`config.mk`:
```
export PLATFORM = sky130hd
export DESIGN_NAME = thermal_zone_limit_regs
export DESIGN_NICKNAME = d
export VERILOG_FILES = /design/src/verilog/zone_limit_pkg.sv /design/src/verilog/zone_fan_if.sv /design/src/verilog/zone_hyst_tracker.sv /design/src/verilog/thermal_zone_limit_regs.sv
export VERILOG_INCLUDE_DIRS = /design/src /design/src/verilog
export SDC_FILE = /design/constraint.sdc
export NUM_CORES = 1
export LEC_CHECK = 0
export ABC_CLOCK_PERIOD_IN_PS = 5350
export BUFFER_PORTS_ARGS = -buffer_cell sky130_fd_sc_hd__buf_2
export CAP_MARGIN = 10
export CORE_MARGIN = 3
export CORE_UTILIZATION = 36
export CTS_CLUSTER_DIAMETER = 150
export CTS_CLUSTER_SIZE = 16
export DETAILED_ROUTE_END_ITERATION = 10
export PLACE_DENSITY = 0.59
export SYNTH_ARGS = -nofsm -noshare
export SYNTH_HDL_FRONTEND = slang
export SYNTH_SLANG_ARGS = --single-unit
```
`constraint.sdc`:
```
create_clock -name clk_in -period 5.35 [get_ports clk_in]
set_input_delay 0.535 -clock clk_in [delete_from_list [all_inputs] [get_ports clk_in]]
set_output_delay 0.535 -clock clk_in [all_outputs]
set_load 0.005 [all_outputs]
```
`src/verilog/zone_limit_consts.svh`:
```
// Register offsets, reset values and field positions for the zone limit bank
`ifndef ZONE_LIMIT_CONSTS_SVH
`define ZONE_LIMIT_CONSTS_SVH
`define ADDR_ZONE1_ABS      8'h6a
`define ADDR_ZONE2_ABS      8'h6b
`define ADDR_ZONE3_ABS      8'h6c
`define ADDR_ZONE12_HYST    8'h6d
`define ADDR_ZONE3_HYST     8'h6e
`define ADDR_TREE_TEST      8'h6f
`define ADDR_VENDOR_A       8'h79
`define ADDR_VENDOR_B       8'h7a
`define ADDR_VENDOR_C       8'h7b
`define RST_ABS_LIMIT       8'h64
`define RST_ZONE12_HYST     8'h44
`define RST_ZONE3_HYST      8'h40
`define RST_TREE_TEST       8'h00
`define RST_VENDOR          8'h00
`define ABS_DISABLE_CODE    8'h80
`define FULL_DUTY           8'hff
`define ZERO_DUTY           8'h00
`define ZONE3_HYST_MASK     8'hf0
`define TREE_TEST_MASK      8'h01
`define VENDOR_B_MASK       8'h7f
`define TREE_ENABLE_BIT     0
`define SYNC_STAGES         3
`endif

```
`src/verilog/zone_limit_pkg.sv`:
```
// Types shared by the zone limit bank
package zone_limit_pkg;
	typedef logic signed [7:0] temp_t;
	typedef logic [3:0]        hyst_t;
	typedef logic [7:0]        duty_t;
	typedef logic [7:0]        byte_t;
	typedef enum logic [1:0] {
		FAN_OFF  = 2'b00,
		FAN_HOLD = 2'b01,
		FAN_RUN  = 2'b11
	} fan_state_t;
endpackage

```
`src/verilog/zone_fan_if.sv`:
```
// Per-zone limit and state carrier between the bank and a zone tracker
`timescale 1ns/10ps
interface zone_fan_if;
	import zone_limit_pkg::*;
	temp_t      temp;
	temp_t      low_limit;
	hyst_t      hyst;
	logic       running;
	logic       holding;
	modport tracker (input temp, input low_limit, input hyst, output running, output holding);
	modport bank    (output temp, output low_limit, output hyst, input running, input holding);
endinterface

```
`src/verilog/zone_hyst_tracker.sv`:
```
// Low-limit on/off tracking with hysteresis for one zone
`timescale 1ns/10ps
`include "zone_limit_consts.svh"
module zone_hyst_tracker (
	input  wire logic       clk_in,
	input  wire logic       srst_in,
	zone_fan_if.tracker     zf
);
	import zone_limit_pkg::*;

	fan_state_t state_q;
	logic signed [8:0] off_level;

	// Nine bits so the limit minus hysteresis cannot wrap
	assign off_level = 9'(zf.low_limit) - $signed({5'h00, zf.hyst});

	always_ff @(posedge clk_in) begin
		if (srst_in) begin
			state_q <= FAN_OFF;
		end else begin
			unique case (state_q)
				FAN_OFF: if (zf.temp >= zf.low_limit) state_q <= FAN_RUN;
				FAN_RUN: if (zf.temp < zf.low_limit) state_q <= FAN_HOLD;
				FAN_HOLD: begin
					if (zf.temp >= zf.low_limit) begin
						state_q <= FAN_RUN;
					end else if (9'(zf.temp) < off_level) begin
						state_q <= FAN_OFF;
					end
				end
				default: state_q <= FAN_OFF;
			endcase
		end
	end

	assign zf.running = (state_q == FAN_RUN);
	assign zf.holding = (state_q == FAN_HOLD);

	chk_hold_until_off: assert property (@(posedge clk_in) disable iff (srst_in)
		(state_q == FAN_RUN && zf.temp < zf.low_limit) |=> (state_q == FAN_HOLD))
		else $error("fan did not drop to hold below low limit");
endmodule // zone_hyst_tracker

```
`src/verilog/thermal_zone_limit_regs.sv`:
```
// Thermal zone limit registers, absolute override, hysteresis and pin tree test
`timescale 1ns/10ps
`include "zone_limit_consts.svh"

// Contract
// - Auto mode over absolute limit forces full duty
// - Absolute limit 80h disables zone override
// - Override hits manual fans, unassociated zones too
// - Three absolute limits, reset 64h
// - Limits are signed two's complement degrees
// - Hold minimum until below limit minus hysteresis
// - Hysteresis four bits, one degree each
// - Hysteresis nibble layout, resets 44h and 40h
// - Lock makes all registers read-only
// - Tree test enable bit 0, reset zero
// - Tree holds ident, speed inputs, drives 2,3
// - Three vendor test registers reset 00h
// - Fan turns on at low limit
// - Off-select picks zero or minimum below limit
module thermal_zone_limit_regs (
	input  wire logic                    clk_in,
	input  wire logic                    srst_in,
	input  wire logic                    reg_wr_in,
	input  wire logic [7:0]              reg_addr_in,
	input  wire zone_limit_pkg::byte_t   reg_wdata_in,
	output zone_limit_pkg::byte_t        reg_rdata_out,
	input  wire logic                    lock_in,
	input  wire zone_limit_pkg::temp_t   zone_temp_in [3],
	input  wire zone_limit_pkg::temp_t   zone_low_limit_in [3],
	input  wire logic [2:0]              fan_auto_in,
	input  wire logic [2:0]              fan_disabled_in,
	input  wire logic [2:0]              below_limit_select_in,
	input  wire logic [2:0]              fan_zone_sel_in [3],
	input  wire zone_limit_pkg::duty_t   fan_min_duty_in [3],
	input  wire zone_limit_pkg::duty_t   fan_demand_duty_in [3],
	input  wire zone_limit_pkg::byte_t   vendor_status_in,
	input  wire logic [4:0]              voltage_ident_in,
	input  wire logic [3:0]              fan_speed_in,
	output zone_limit_pkg::duty_t        fan_duty_out [3],
	output logic                         override_out,
	output logic                         tree_test_enable_out,
	output logic                         tree_test_out
);
	import zone_limit_pkg::*;

	// ----------------------------------------
	// Register state
	// ----------------------------------------
	temp_t  abs_limit_q [3];
	byte_t  zone12_hyst_q;
	byte_t  zone3_hyst_q;
	byte_t  tree_test_q;
	byte_t  vendor_a_q;
	byte_t  vendor_b_q;
	byte_t  vendor_c_q;
	logic   wr_ok;

	// Writes pass only while unlocked; lock is held until reset by its owner
	assign wr_ok = reg_wr_in && !lock_in;

	always_ff @(posedge clk_in) begin
		if (srst_in) begin
			for (int i = 0; i < 3; i++) begin
				abs_limit_q[i] <= `RST_ABS_LIMIT;
			end
		end else if (wr_ok) begin
			// Signed bytes stored as written, compared signed below
			if (reg_addr_in == `ADDR_ZONE1_ABS) abs_limit_q[0] <= reg_wdata_in;
			if (reg_addr_in == `ADDR_ZONE2_ABS) abs_limit_q[1] <= reg_wdata_in;
			if (reg_addr_in == `ADDR_ZONE3_ABS) abs_limit_q[2] <= reg_wdata_in;
		end
	end

	always_ff @(posedge clk_in) begin
		if (srst_in) begin
			zone12_hyst_q <= `RST_ZONE12_HYST;
			zone3_hyst_q  <= `RST_ZONE3_HYST;
		end else if (wr_ok) begin
			if (reg_addr_in == `ADDR_ZONE12_HYST) zone12_hyst_q <= reg_wdata_in;
			if (reg_addr_in == `ADDR_ZONE3_HYST) begin
				zone3_hyst_q <= reg_wdata_in & `ZONE3_HYST_MASK;
			end
		end
	end

	always_ff @(posedge clk_in) begin
		if (srst_in) begin
			tree_test_q <= `RST_TREE_TEST;
		end else if (wr_ok && reg_addr_in == `ADDR_TREE_TEST) begin
			tree_test_q <= reg_wdata_in & `TREE_TEST_MASK;
		end
	end

	// Host writes to vendor A and C are accepted but steer nothing; vendor B ignores writes and follows vendor_status_in
	always_ff @(posedge clk_in) begin
		if (srst_in) begin
			vendor_a_q <= `RST_VENDOR;
			vendor_b_q <= `RST_VENDOR;
			vendor_c_q <= `RST_VENDOR;
		end else begin
			vendor_b_q <= vendor_status_in & `VENDOR_B_MASK;
			if (wr_ok && reg_addr_in == `ADDR_VENDOR_A) vendor_a_q <= reg_wdata_in;
			if (wr_ok && reg_addr_in == `ADDR_VENDOR_C) vendor_c_q <= reg_wdata_in;
		end
	end

	// ----------------------------------------
	// Read port
	// ----------------------------------------
	always_ff @(posedge clk_in) begin
		if (srst_in) begin
			reg_rdata_out <= 8'h00;
		end else begin
			unique case (reg_addr_in)
				`ADDR_ZONE1_ABS:   reg_rdata_out <= abs_limit_q[0];
				`ADDR_ZONE2_ABS:   reg_rdata_out <= abs_limit_q[1];
				`ADDR_ZONE3_ABS:   reg_rdata_out <= abs_limit_q[2];
				`ADDR_ZONE12_HYST: reg_rdata_out <= zone12_hyst_q;
				`ADDR_ZONE3_HYST:  reg_rdata_out <= zone3_hyst_q;
				`ADDR_TREE_TEST:   reg_rdata_out <= tree_test_q;
				`ADDR_VENDOR_A:    reg_rdata_out <= vendor_a_q;
				`ADDR_VENDOR_B:    reg_rdata_out <= vendor_b_q;
				`ADDR_VENDOR_C:    reg_rdata_out <= vendor_c_q;
				default:           reg_rdata_out <= 8'h00;
			endcase
		end
	end

	// ----------------------------------------
	// Zone trackers
	// ----------------------------------------
	hyst_t    zone_hyst [3];
	logic [2:0] zone_run;
	logic [2:0] zone_hold;

	assign zone_hyst[0] = zone12_hyst_q[7:4];
	assign zone_hyst[1] = zone12_hyst_q[3:0];
	assign zone_hyst[2] = zone3_hyst_q[7:4];

	zone_fan_if zf_if [3] ();

	genvar g;
	generate
		for (g = 0; g < 3; g++) begin : g_zone
			assign zf_if[g].temp      = zone_temp_in[g];
			assign zf_if[g].low_limit = zone_low_limit_in[g];
			assign zf_if[g].hyst      = zone_hyst[g];
			assign zone_run[g]        = zf_if[g].running;
			assign zone_hold[g]       = zf_if[g].holding;
			zone_hyst_tracker u_trk (
				.clk_in  (clk_in),
				.srst_in (srst_in),
				.zf      (zf_if[g])
			);
		end
	endgenerate

	// ----------------------------------------
	// Absolute override
	// ----------------------------------------
	logic [2:0] zone_over;
	logic       override_d;

	always_comb begin
		for (int i = 0; i < 3; i++) begin
			// 80h switches the zone out regardless of reading
			zone_over[i] = (abs_limit_q[i] != `ABS_DISABLE_CODE) &&
				(zone_temp_in[i] > abs_limit_q[i]);
		end
	end

	// Any zone counts, associated with a fan or not
	assign override_d = (|fan_auto_in) && (|zone_over);

	always_ff @(posedge clk_in) begin
		if (srst_in) begin
			override_out <= 1'b0;
		end else begin
			override_out <= override_d;
		end
	end

	// ----------------------------------------
	// Fan duty selection
	// ----------------------------------------
	always_ff @(posedge clk_in) begin
		if (srst_in) begin
			for (int f = 0; f < 3; f++) begin
				fan_duty_out[f] <= `ZERO_DUTY;
			end
		end else begin
			for (int f = 0; f < 3; f++) begin
				if (fan_disabled_in[f]) begin
					fan_duty_out[f] <= `ZERO_DUTY;
				end else if (override_d) begin
					fan_duty_out[f] <= `FULL_DUTY;
				end else if (!fan_auto_in[f]) begin
					fan_duty_out[f] <= fan_demand_duty_in[f];
				end else if (|(fan_zone_sel_in[f] & zone_run)) begin
					fan_duty_out[f] <= fan_demand_duty_in[f];
				end else if (|(fan_zone_sel_in[f] & zone_hold)) begin
					fan_duty_out[f] <= fan_min_duty_in[f];
				end else if (below_limit_select_in[f]) begin
					fan_duty_out[f] <= fan_min_duty_in[f];
				end else begin
					fan_duty_out[f] <= `ZERO_DUTY;
				end
			end
		end
	end

	// ----------------------------------------
	// Pin tree test
	// ----------------------------------------
	// Three-stage synchronisers; stage one feeds only stage two
	logic [8:0] pin_s1_q;
	logic [8:0] pin_s2_q;
	logic [8:0] pin_s3_q;
	logic [8:0] pin_stable_q;

	always_ff @(posedge clk_in) begin
		if (srst_in) begin
			pin_s1_q <= 9'h000;
			pin_s2_q <= 9'h000;
			pin_s3_q <= 9'h000;
		end else begin
			pin_s1_q <= {voltage_ident_in, fan_speed_in};
			pin_s2_q <= pin_s1_q;
			pin_s3_q <= pin_s2_q;
		end
	end

	// A bit changes only once stages two and three agree
	always_ff @(posedge clk_in) begin
		if (srst_in) begin
			pin_stable_q <= 9'h000;
		end else begin
			for (int b = 0; b < 9; b++) begin
				if (pin_s2_q[b] == pin_s3_q[b]) pin_stable_q[b] <= pin_s3_q[b];
			end
		end
	end

	assign tree_test_enable_out = tree_test_q[`TREE_ENABLE_BIT];

	// Bus lines stay out of the tree; drive 2 and 3 use the registered duty MSB
	always_ff @(posedge clk_in) begin
		if (srst_in) begin
			tree_test_out <= 1'b0;
		end else if (tree_test_q[`TREE_ENABLE_BIT]) begin
			tree_test_out <= (^pin_stable_q) ^ fan_duty_out[1][7] ^ fan_duty_out[2][7];
		end else begin
			tree_test_out <= 1'b0;
		end
	end

	// ----------------------------------------
	// Checks
	// ----------------------------------------
	chk_lock_blocks_write: assert property (@(posedge clk_in) disable iff (srst_in)
		(reg_wr_in && lock_in) |=> $stable(abs_limit_q[0]) && $stable(zone12_hyst_q))
		else $error("write landed while locked");
	chk_abs_disable: assert property (@(posedge clk_in) disable iff (srst_in)
		(abs_limit_q[0] == `ABS_DISABLE_CODE && abs_limit_q[1] == `ABS_DISABLE_CODE &&
		abs_limit_q[2] == `ABS_DISABLE_CODE)
		|=> !override_out)
		else $error("override with every zone disabled");
	chk_override_full: assert property (@(posedge clk_in) disable iff (srst_in)
		override_d && !fan_disabled_in[0] |=> fan_duty_out[0] == `FULL_DUTY)
		else $error("override did not drive full duty");
	chk_reserved_zero: assert property (@(posedge clk_in) disable iff (srst_in)
		zone3_hyst_q[3:0] == 4'h0 && tree_test_q[7:1] == 7'h00)
		else $error("reserved bits not zero");
	chk_tree_idle_low: assert property (@(posedge clk_in) disable iff (srst_in)
		!tree_test_q[0] |=> !tree_test_out)
		else $error("tree output active outside test");
	chk_vendor_b_msb: assert property (@(posedge clk_in) disable iff (srst_in)
		!vendor_b_q[7])
		else $error("vendor status bit 7 set");
endmodule // thermal_zone_limit_regs

```
==> impl_metrics.json, run 1 <==
{
  "p_leak_uw": 0.00420,
  "hold_class": "primary input to flip-flop",
  "fin_nets": 1228,
  "min_period_ps": 2860,
  "synthCells": 808,
  "cts_setup_buffers": 0,
  "status": "finished clean",
  "synth_area_mm2": 0.00767,
  "vias_per_cell": 5.09,
  "drive_gt1_frac": 0.244,
  "synth_area_per_cell_um2": 9.49,
  "fp.dieArea_mm2": 0.0231,
  "antenna_found_initial": 2,
  "drv_slew": 0,
  "synth_seq_cells": 136,
  "async_flop_share": 0,
  "clockRootBuffer": "clkbuf_16",
  "skew_ps": 11.2,
  "hold_viol": 0,
  "dpl_cell_area_mm2": 0.00883,
  "rsz0062_at_grt": "no",
  "final.period_utilization": 0.535,
  "start_kind": "flip-flop",
  "ys_warn_count": 0,
  "finalWeightedCongestion": 0.871,
  "clkTransAtPathRegs_ps": 60,
  "grt_pass1_wl_mm": 32.3,
  "cts_resized": 0,
  "core_mm2": 0.0206,
  "fp.dieW_um": 152,
  "synth_edf_count": 24,
  "syn-num-nets": 1046,
  "io_pins": 186,
  "multi_input_area_mm2": 0.00433,
  "ant_nets": 0,
  "vias": 6481,
  "grt_pass1_vias": 6033,
  "tns_ps": 0,
  "seq_area_mm2": 0.00296,
  "drv_cap": 0,
  "path_cells": "inv_1 > ha_1 > nor2b_1 > o21a_1 > o21ai_0 > nand2b_1 > nor4_1 > xnor2_1 > ha_1 > nand2b_1 > or4_1 > o221ai_1 > a21oi_1",
  "critPathKind": "flip-flop to flip-flop",
  "critPathCaptureType": "flip-flop",
  "cts.sink_count": 136,
  "start_util": 0.373,
  "insertion_delay_ps": 420,
  "placement.io_buffers": 184,
  "tightestPinTransition_ps": 1060,
  "dieHeight_um": 152,
  "cp.arrival_ps": 3140,
  "finalSetupViolCount": 0,
  "grt_overflow": 0,
  "dp.final_hpwl_mm": 16.5,
  "maxSlewHeadroom": 0.296,
  "htree_levels": 4,
  "grt_use_total": 0.173,
  "cp.required_ps": 5630,
  "avgRoutedWirePerCell_um": 16.2,
  "crit_path_max_incr_delay_ps": 410,
  "cts_buffers": 17,
  "cp_max_fo": 4,
  "dr.first_iter.drc_count": 478,
  "drt-pass1-iter-count": 6,
  "yosysSeqAreaShare": 0.386,
  "synthFlopType": "dfxtp_1",
  "timing.fmax_ghz": 0.349,
  "pre_cts_ws_ps": 2250,
  "wirelength_mm": 20.6,
  "synth_cell_type_count": 63,
  "cts_tree": "yes",
  "syn_to_final_growth_pct": 23.3,
  "drc": 0,
  "powerDensity_mw_per_mm2": 287,
  "crit_slowest_cell": "dfxtp_1",
  "grt_max_degree": 56,
  "postCtsHoldBufs": 0,
  "stdcell_area_mm2": 0.00945,
  "n_fill_cell": 2023,
  "fin_ws_ps": 2490,
  "rows": 52,
  "max-vdd-ir-drop_mv": 0.245,
  "clockBufferDepth": 2
}
==> cell usage after synthesis, drive strengths merged (3+ instances only) <==
| cell | number | area share |
|---|---|---|
| inv | 72 | 0.035 |
| clkbuf | 11 | 0.0054 |
| nand2 | 24 | 0.012 |
| and3 | 5 | 0.0041 |
| xnor2 | 22 | 0.025 |
| nor2b | 49 | 0.040 |
| and2 | 6 | 0.0049 |
| a31oi | 3 | 0.0024 |
| nor3 | 16 | 0.016 |
| nor4 | 7 | 0.0065 |
| buf | 12 | 0.0083 |
| nand4 | 10 | 0.011 |
| nor4b | 5 | 0.0065 |
| o2111ai | 3 | 0.0034 |
| a221oi | 5 | 0.0057 |
| edfxtp | 24 | 0.094 |
| mux2 | 8 | 0.012 |
| dfxtp | 112 | 0.29 |
| a211oi | 4 | 0.0046 |
| a22oi | 35 | 0.034 |
| o22ai | 6 | 0.0049 |
| nand3 | 15 | 0.013 |
| o21a | 10 | 0.0098 |
| a21oi | 78 | 0.051 |
| xor2 | 6 | 0.0069 |
| or2 | 3 | 0.0024 |
| o211ai | 6 | 0.0059 |
| nor2 | 57 | 0.028 |
| nand2b | 16 | 0.013 |
| o21ai | 27 | 0.018 |
| mux2i | 34 | 0.044 |
| ha | 84 | 0.14 |
| fa | 3 | 0.0078 |
| a21o | 7 | 0.0069 |
==> kinds of logic (layout without fill, tap and decap cells) <==
| family | after synthesis | count (layout) | share of synthesized area |
|---|---|---|---|
| compound gates | 199 | 199 | 0.165 |
| xor+xnor | 28 | 28 | 0.0320 |
| fa+ha+maj | 87 | 87 | 0.145 |
| buf+inv | 95 | 290 | 0.0490 |
| flops | 136 | 136 | 0.386 |
| mux | 42 | 42 | 0.0561 |
| other cells | 0 | 1 | 0 |
| simple gates | 221 | 221 | 0.166 |
==> final timing paths <==
| check | depth (start not counted) | end | slack (ps) | from |
|---|---|---|---|---|
| setup / recovery | 13 | g_zone[2].u_trk.state_q[0] | 2490 | zone3_hyst_q[5] |
| hold / removal | 2 | pin_s1_q[5] | 320 | voltage_ident_in[1] |
| setup reg to reg | 13 | g_zone[2].u_trk.state_q[0] | 2490 | zone3_hyst_q[5] |
| hold reg to reg | 1 | pin_s2_q[0] | 430 | pin_s1_q[0] |
==> placed cells by master, fill, tap and decap left out, types with 7 or more instances in the layout <==
cell type and n:
clkbuf_16 18, nor3_1 12, edfxtp_1 24, nand2b_1 16, o21a_1 10, nand3_1 13
xnor2_1 22, o21ai_0 26, nor2b_1 49, nor2_1 57, nand2_1 24, a21o_1 7
buf_2 184, inv_1 72, mux2_2 8, a21oi_1 78, mux2i_1 34, a22oi_1 35
dfxtp_1 112, ha_1 84, nand4_1 7
==> state kept, by name, indices dropped and copies added (netlist names), 9 cells and up <==
register / cells
abs_limit_q: 24
fan_duty_out: 24
pin_s1_q: 9
pin_s2_q: 9
pin_s3_q: 9
pin_stable_q: 9
==> per-stage QoR <==
stage | total power [µW] | std cells | hold WS, ps | utilization
finish | 2710 | 1274 | 320 | 0.460
global route | 2840 | 1274 | 303 | 0.460
CTS | 2730 | 1273 | 301 | 0.460
detailed placement | 1530 | 1241 | 424 | 0.430
global placement | 1530 | 1241 | 417 | 0.430
floorplan | 1370 | 808 | 414 | -
==> report_power, final <==
part           leakage [µW]  internal, µW  switching [µW]  total [µW]
combinational       0.00275           177             218         395
sequential          0.00115          1080            32.4        1110
clock              0.000297           703             498        1200
==> metal layers <==
metal | vias up | share of wire | global-route usage
met4 | 2 | 0.012 | 0.0492
met5 | - | 0.00034 | 0
met2 | 170 | 0.47 | 0.269
met3 | 19 | 0.060 | 0.0412
li1 | 3278 | - | -
met1 | 3012 | 0.46 | 0.239
==> worst max-delay path: cells and delay by family, from the launching register on <==
kind	cells	cell delay [ps]
adders and majority gates	2	440
AOI/OAI and AO/OA	4	630
and+or+nand+nor	5	1040
DFF	1	410
buffers and inverters	1	60
xor gates and xnor gates	1	120
==> area by class of cell <==
type                       count  share of cell area
multi-input combinational    577               0.458
sequential                   136               0.313
timing repair buffer         186              0.0990
clock buffer                  19              0.0491
tap                          270              0.0357
inverter                      72              0.0286
clock inverter                13              0.0159
antenna                        1            0.000265
(Power assumes the default switching activity.)
==> run 2, diff against run 1 <==
--- a/config.mk
+++ b/config.mk
@@ -6,7 +6,8 @@
 export SDC_FILE = /design/constraint.sdc
 export NUM_CORES = 1
 export LEC_CHECK = 0
-export ABC_CLOCK_PERIOD_IN_PS = 5350
+export ABC_AREA = 1
+export ABC_CLOCK_PERIOD_IN_PS = 2650
 export BUFFER_PORTS_ARGS = -buffer_cell sky130_fd_sc_hd__buf_2
 export CAP_MARGIN = 10
 export CORE_MARGIN = 3
==> constraint.sdc (replaced) <==
create_clock -name clk_in -period 2.65 [get_ports clk_in]
set_input_delay 0.265 -clock clk_in [delete_from_list [all_inputs] [get_ports clk_in]]
set_output_delay 0.265 -clock clk_in [all_outputs]
set_load 0.005 [all_outputs]
==> run 2 against run 1 <==
  * The flow now finishes with violations (negative setup slack)
  * Count of clock-buffer cells in the layout down 1
  * Combinational power rose to 3.0 times the previous value
  * Final area up 11%
  * Synthesized area up 7.1%
  * Power up 120%
  * Die area up 6.8%
  * Clock power up 100%
  * Highest routed layer is now met4
  * Global-route usage up 1.2 points
==> impl_metrics.json, run 2 <==
{
  "status": "finished, violations left",
  "violations": "negative setup slack",
  "switching_share": 0.297,
  "syn_to_final_growth_pct": 28.1,
  "htree_levels": 4,
  "critPathKind": "flip-flop to flip-flop",
  "dp.final_hpwl_mm": 18.7,
  "drt-pass1-iter-count": 5,
  "final_common_cell": "inv_1",
  "start_util": 0.372,
  "placement.io_buffers": 184,
  "cts_tree": "yes",
  "p_int_uw": 4140,
  "yosys.area.top_type": "dfxtp_1",
  "critical_path.top_delay_family": "simple AND/OR/NAND/NOR gates",
  "cp.required_ps": 3010,
  "vias_per_cell": 4.75,
  "grt_max_degree": 47,
  "fp.dieW_um": 157,
  "grt_overflow": 0,
  "core_mm2": 0.0221,
  "fin_nets": 1535,
  "drv_cap": 0,
  "grt_use_total": 0.185,
  "async_flop_share": 0,
  "vias": 7572,
  "drive_gt1_frac": 0.274,
  "n_fill_cell": 2180,
  "yosys-top-cells-count": "inv_1 (225), nand2_1 (122), dfxtp_1 (112), nor2_1 (98), a21oi_1 (87)",
  "tightestPinTransition_ps": 603,
  "clkTransAtPathRegs_ps": 60,
  "clockBufferDepth": 2,
  "synth_top_family_by_area": "simple AND/OR/NAND/NOR gates",
  "cp_max_fo": 3,
  "finalWeightedCongestion": 0.893,
  "critical_path_buf_inv_count": 1,
  "syn-num-nets": 1309,
  "dpl_cell_area_mm2": 0.00965,
  "synthCells": 1071,
  "synth_top_area_share": 0.273,
  "cts_buffers": 17,
  "synth_compound_area_frac": 0.174,
  "maxSlewHeadroom": 0.596,
  "powerDensity_mw_per_mm2": 561,
  "cts.sink_count": 136,
  "antenna_found_initial": 1,
  "crit_path_max_incr_delay_ps": 340,
  "hold_viol": 0,
  "drc": 0,
  "fp.dieArea_mm2": 0.0247,
  "synth_area_mm2": 0.00821,
  "ys_warn_count": 0,
  "p_sw_uw": 1750,
  "synth_xor_area_frac": 0.0299,
  "reg_top3": "abs_limit_q: 24 flops, fan_duty_out: 24 flops",
  "synth_area_per_cell_um2": 7.66,
  "synthAdderAreaFrac": 0.135,
  "avgRoutedWirePerCell_um": 14.6,
  "layout_common_cells": "inv_1 (218), buf_2 (184), nand2_1 (118), dfxtp_1 (106), nor2_1 (92)",
  "synthFlopType": "dfxtp_1",
  "clockRootBuffer": "clkbuf_16",
  "io_pins": 186,
  "grt_pass1_wl_mm": 35.6,
  "final_util": 0.476,
  "rsz0062_at_grt": "yes",
  "fin_ws_ps": -42.2,
  "r2r_slack_ps": -40,
  "finalSetupViolCount": 3,
  "dr.first_iter.drc_count": 508,
  "stdcell_area_mm2": 0.0105,
  "min_period_ps": 2690,
  "yosysMostFrequentCell": "inv_1",
  "hold_class": "primary input to flip-flop",
  "synth_edf_count": 24,
  "yosysSeqAreaShare": 0.361,
  "crit_slowest_cell": "dfxtp_2",
  "power_uw": 5900,
  "synth_seq_cells": 136,
  "start_kind": "flip-flop",
  "path_cells": "inv_2 > ha_4 > nand2_4 > nor2_2 > a211oi_2 > o21ai_1 > nor2_2 > nand3_2 > xor2_1 > ha_1 > nand2_2 > nor2_2 > nor3b_2 > nand3_1 > nand2_1 > nand3_2 > nor2_1 > nor2_1 > nor2_1",
  "timing.fmax_ghz": 0.371,
  "drv_slew": 0,
  "final.period_utilization": 1.02,
  "synth-simple-area-share": 0.180,
  "p_leak_uw": 0.00525,
  "holdWs_ps": 36.3,
  "insertion_delay_ps": 420,
  "combPwrFrac": 0.202,
  "synth_area_leaders": "dfxtp_1 (27%), ha_1 (13%), inv_1 (10%)",
  "grt_pass1_vias": 7040,
  "synth_cell_type_count": 50,
  "rows": 54,
  "dieHeight_um": 157,
  "ant_nets": 0,
  "cp.arrival_ps": 3050,
  "critPathCaptureType": "flip-flop",
  "p_clk_frac": 0.414,
  "postCtsHoldBufs": 0,
  "synthMuxAreaShare": 0,
  "wirelength_mm": 23.3,
  "p_seq_frac": 0.384,
  "max-vdd-ir-drop_mv": 0.453,
  "skew_ps": 10.6
}
==> run 2: path summary, 6_finish.rpt <==
check,startpoint,cells after the start,endpoint
max,zone12_hyst_q[2],19,g_zone[1].u_trk.state_q[1]
min,voltage_ident_in[1],3,pin_s1_q[5]
max reg2reg,zone12_hyst_q[2],19,g_zone[1].u_trk.state_q[1]
min reg2reg,pin_s1_q[3],2,pin_s2_q[3]
==> run 2: cell type report <==
type / instances / area (µm²) / share of cell area
diodes: 3 / 7.51 / 0.000714
clock buffers: 18 / 450 / 0.0428
clock inverters: 14 / 158 / 0.0150
inverters: 230 / 866 / 0.0823
multi-input cells: 684 / 4450 / 0.423
flip-flops and latches: 136 / 2970 / 0.282
well taps: 280 / 350 / 0.0333
repair buffers: 228 / 1260 / 0.120
==> run 2: timing repair <==
action	CTS	global route
gates resized for setup	26	31
pin swaps	25	26
endpoints found under the setup margin	5	5
buffers inserted	5	3
==> run 2: worst min-delay path, cell delays in order <==
cell	delay (ps)
buf_2	70
inv_1	30
nor2_1	60
==> run 2: cells by family after synthesis <==
family                     count (synthesis)
adders and majority gates                 87
AOI/OAI and AO/OA                        236
DFF                                      136
and+or+nand+nor                          333
buffers and inverters                    251
xor gates and xnor gates                  28
==> run 2: stage by stage <==
step / TNS (ps) / instances / setup WS [ps]
finish: -72.4 / 1593 / -42.2
global route: -1000 / 1591 / -274
CTS: -234 / 1587 / -105
detailed placement: -992 / 1550 / -254
global placement: -764 / 1550 / -224
floorplan: 0 / 1071 / 18.9
==> run 2: routing by layer <==
metal | vias to the layer above | routed length [µm] | share of wire | track usage
met2 | 167 | 10800 | 0.46 | 0.294
met1 | 3419 | 11200 | 0.48 | 0.255
met3 | 26 | 927 | 0.040 | 0.0333
li1 | 3960 | - | - | -
met4 | 0 | 368 | 0.016 | 0.0592
met5 | - | 0 | 0 | 0
==> run 2: power by group through the flow <==
| stage | registers, µW | clock network, µW | logic (µW) |
|---|---|---|---|
| 3_5_place_dp | 2310 | 0 | 1140 |
| 2_1_floorplan | 2300 | 0 | 752 |
| 3_3_place_gp | 2310 | 0 | 1120 |
| 6_report | 2270 | 2440 | 1190 |
| 4_1_cts | 2260 | 2490 | 1170 |
| 5_1_grt | 2270 | 2570 | 1360 |
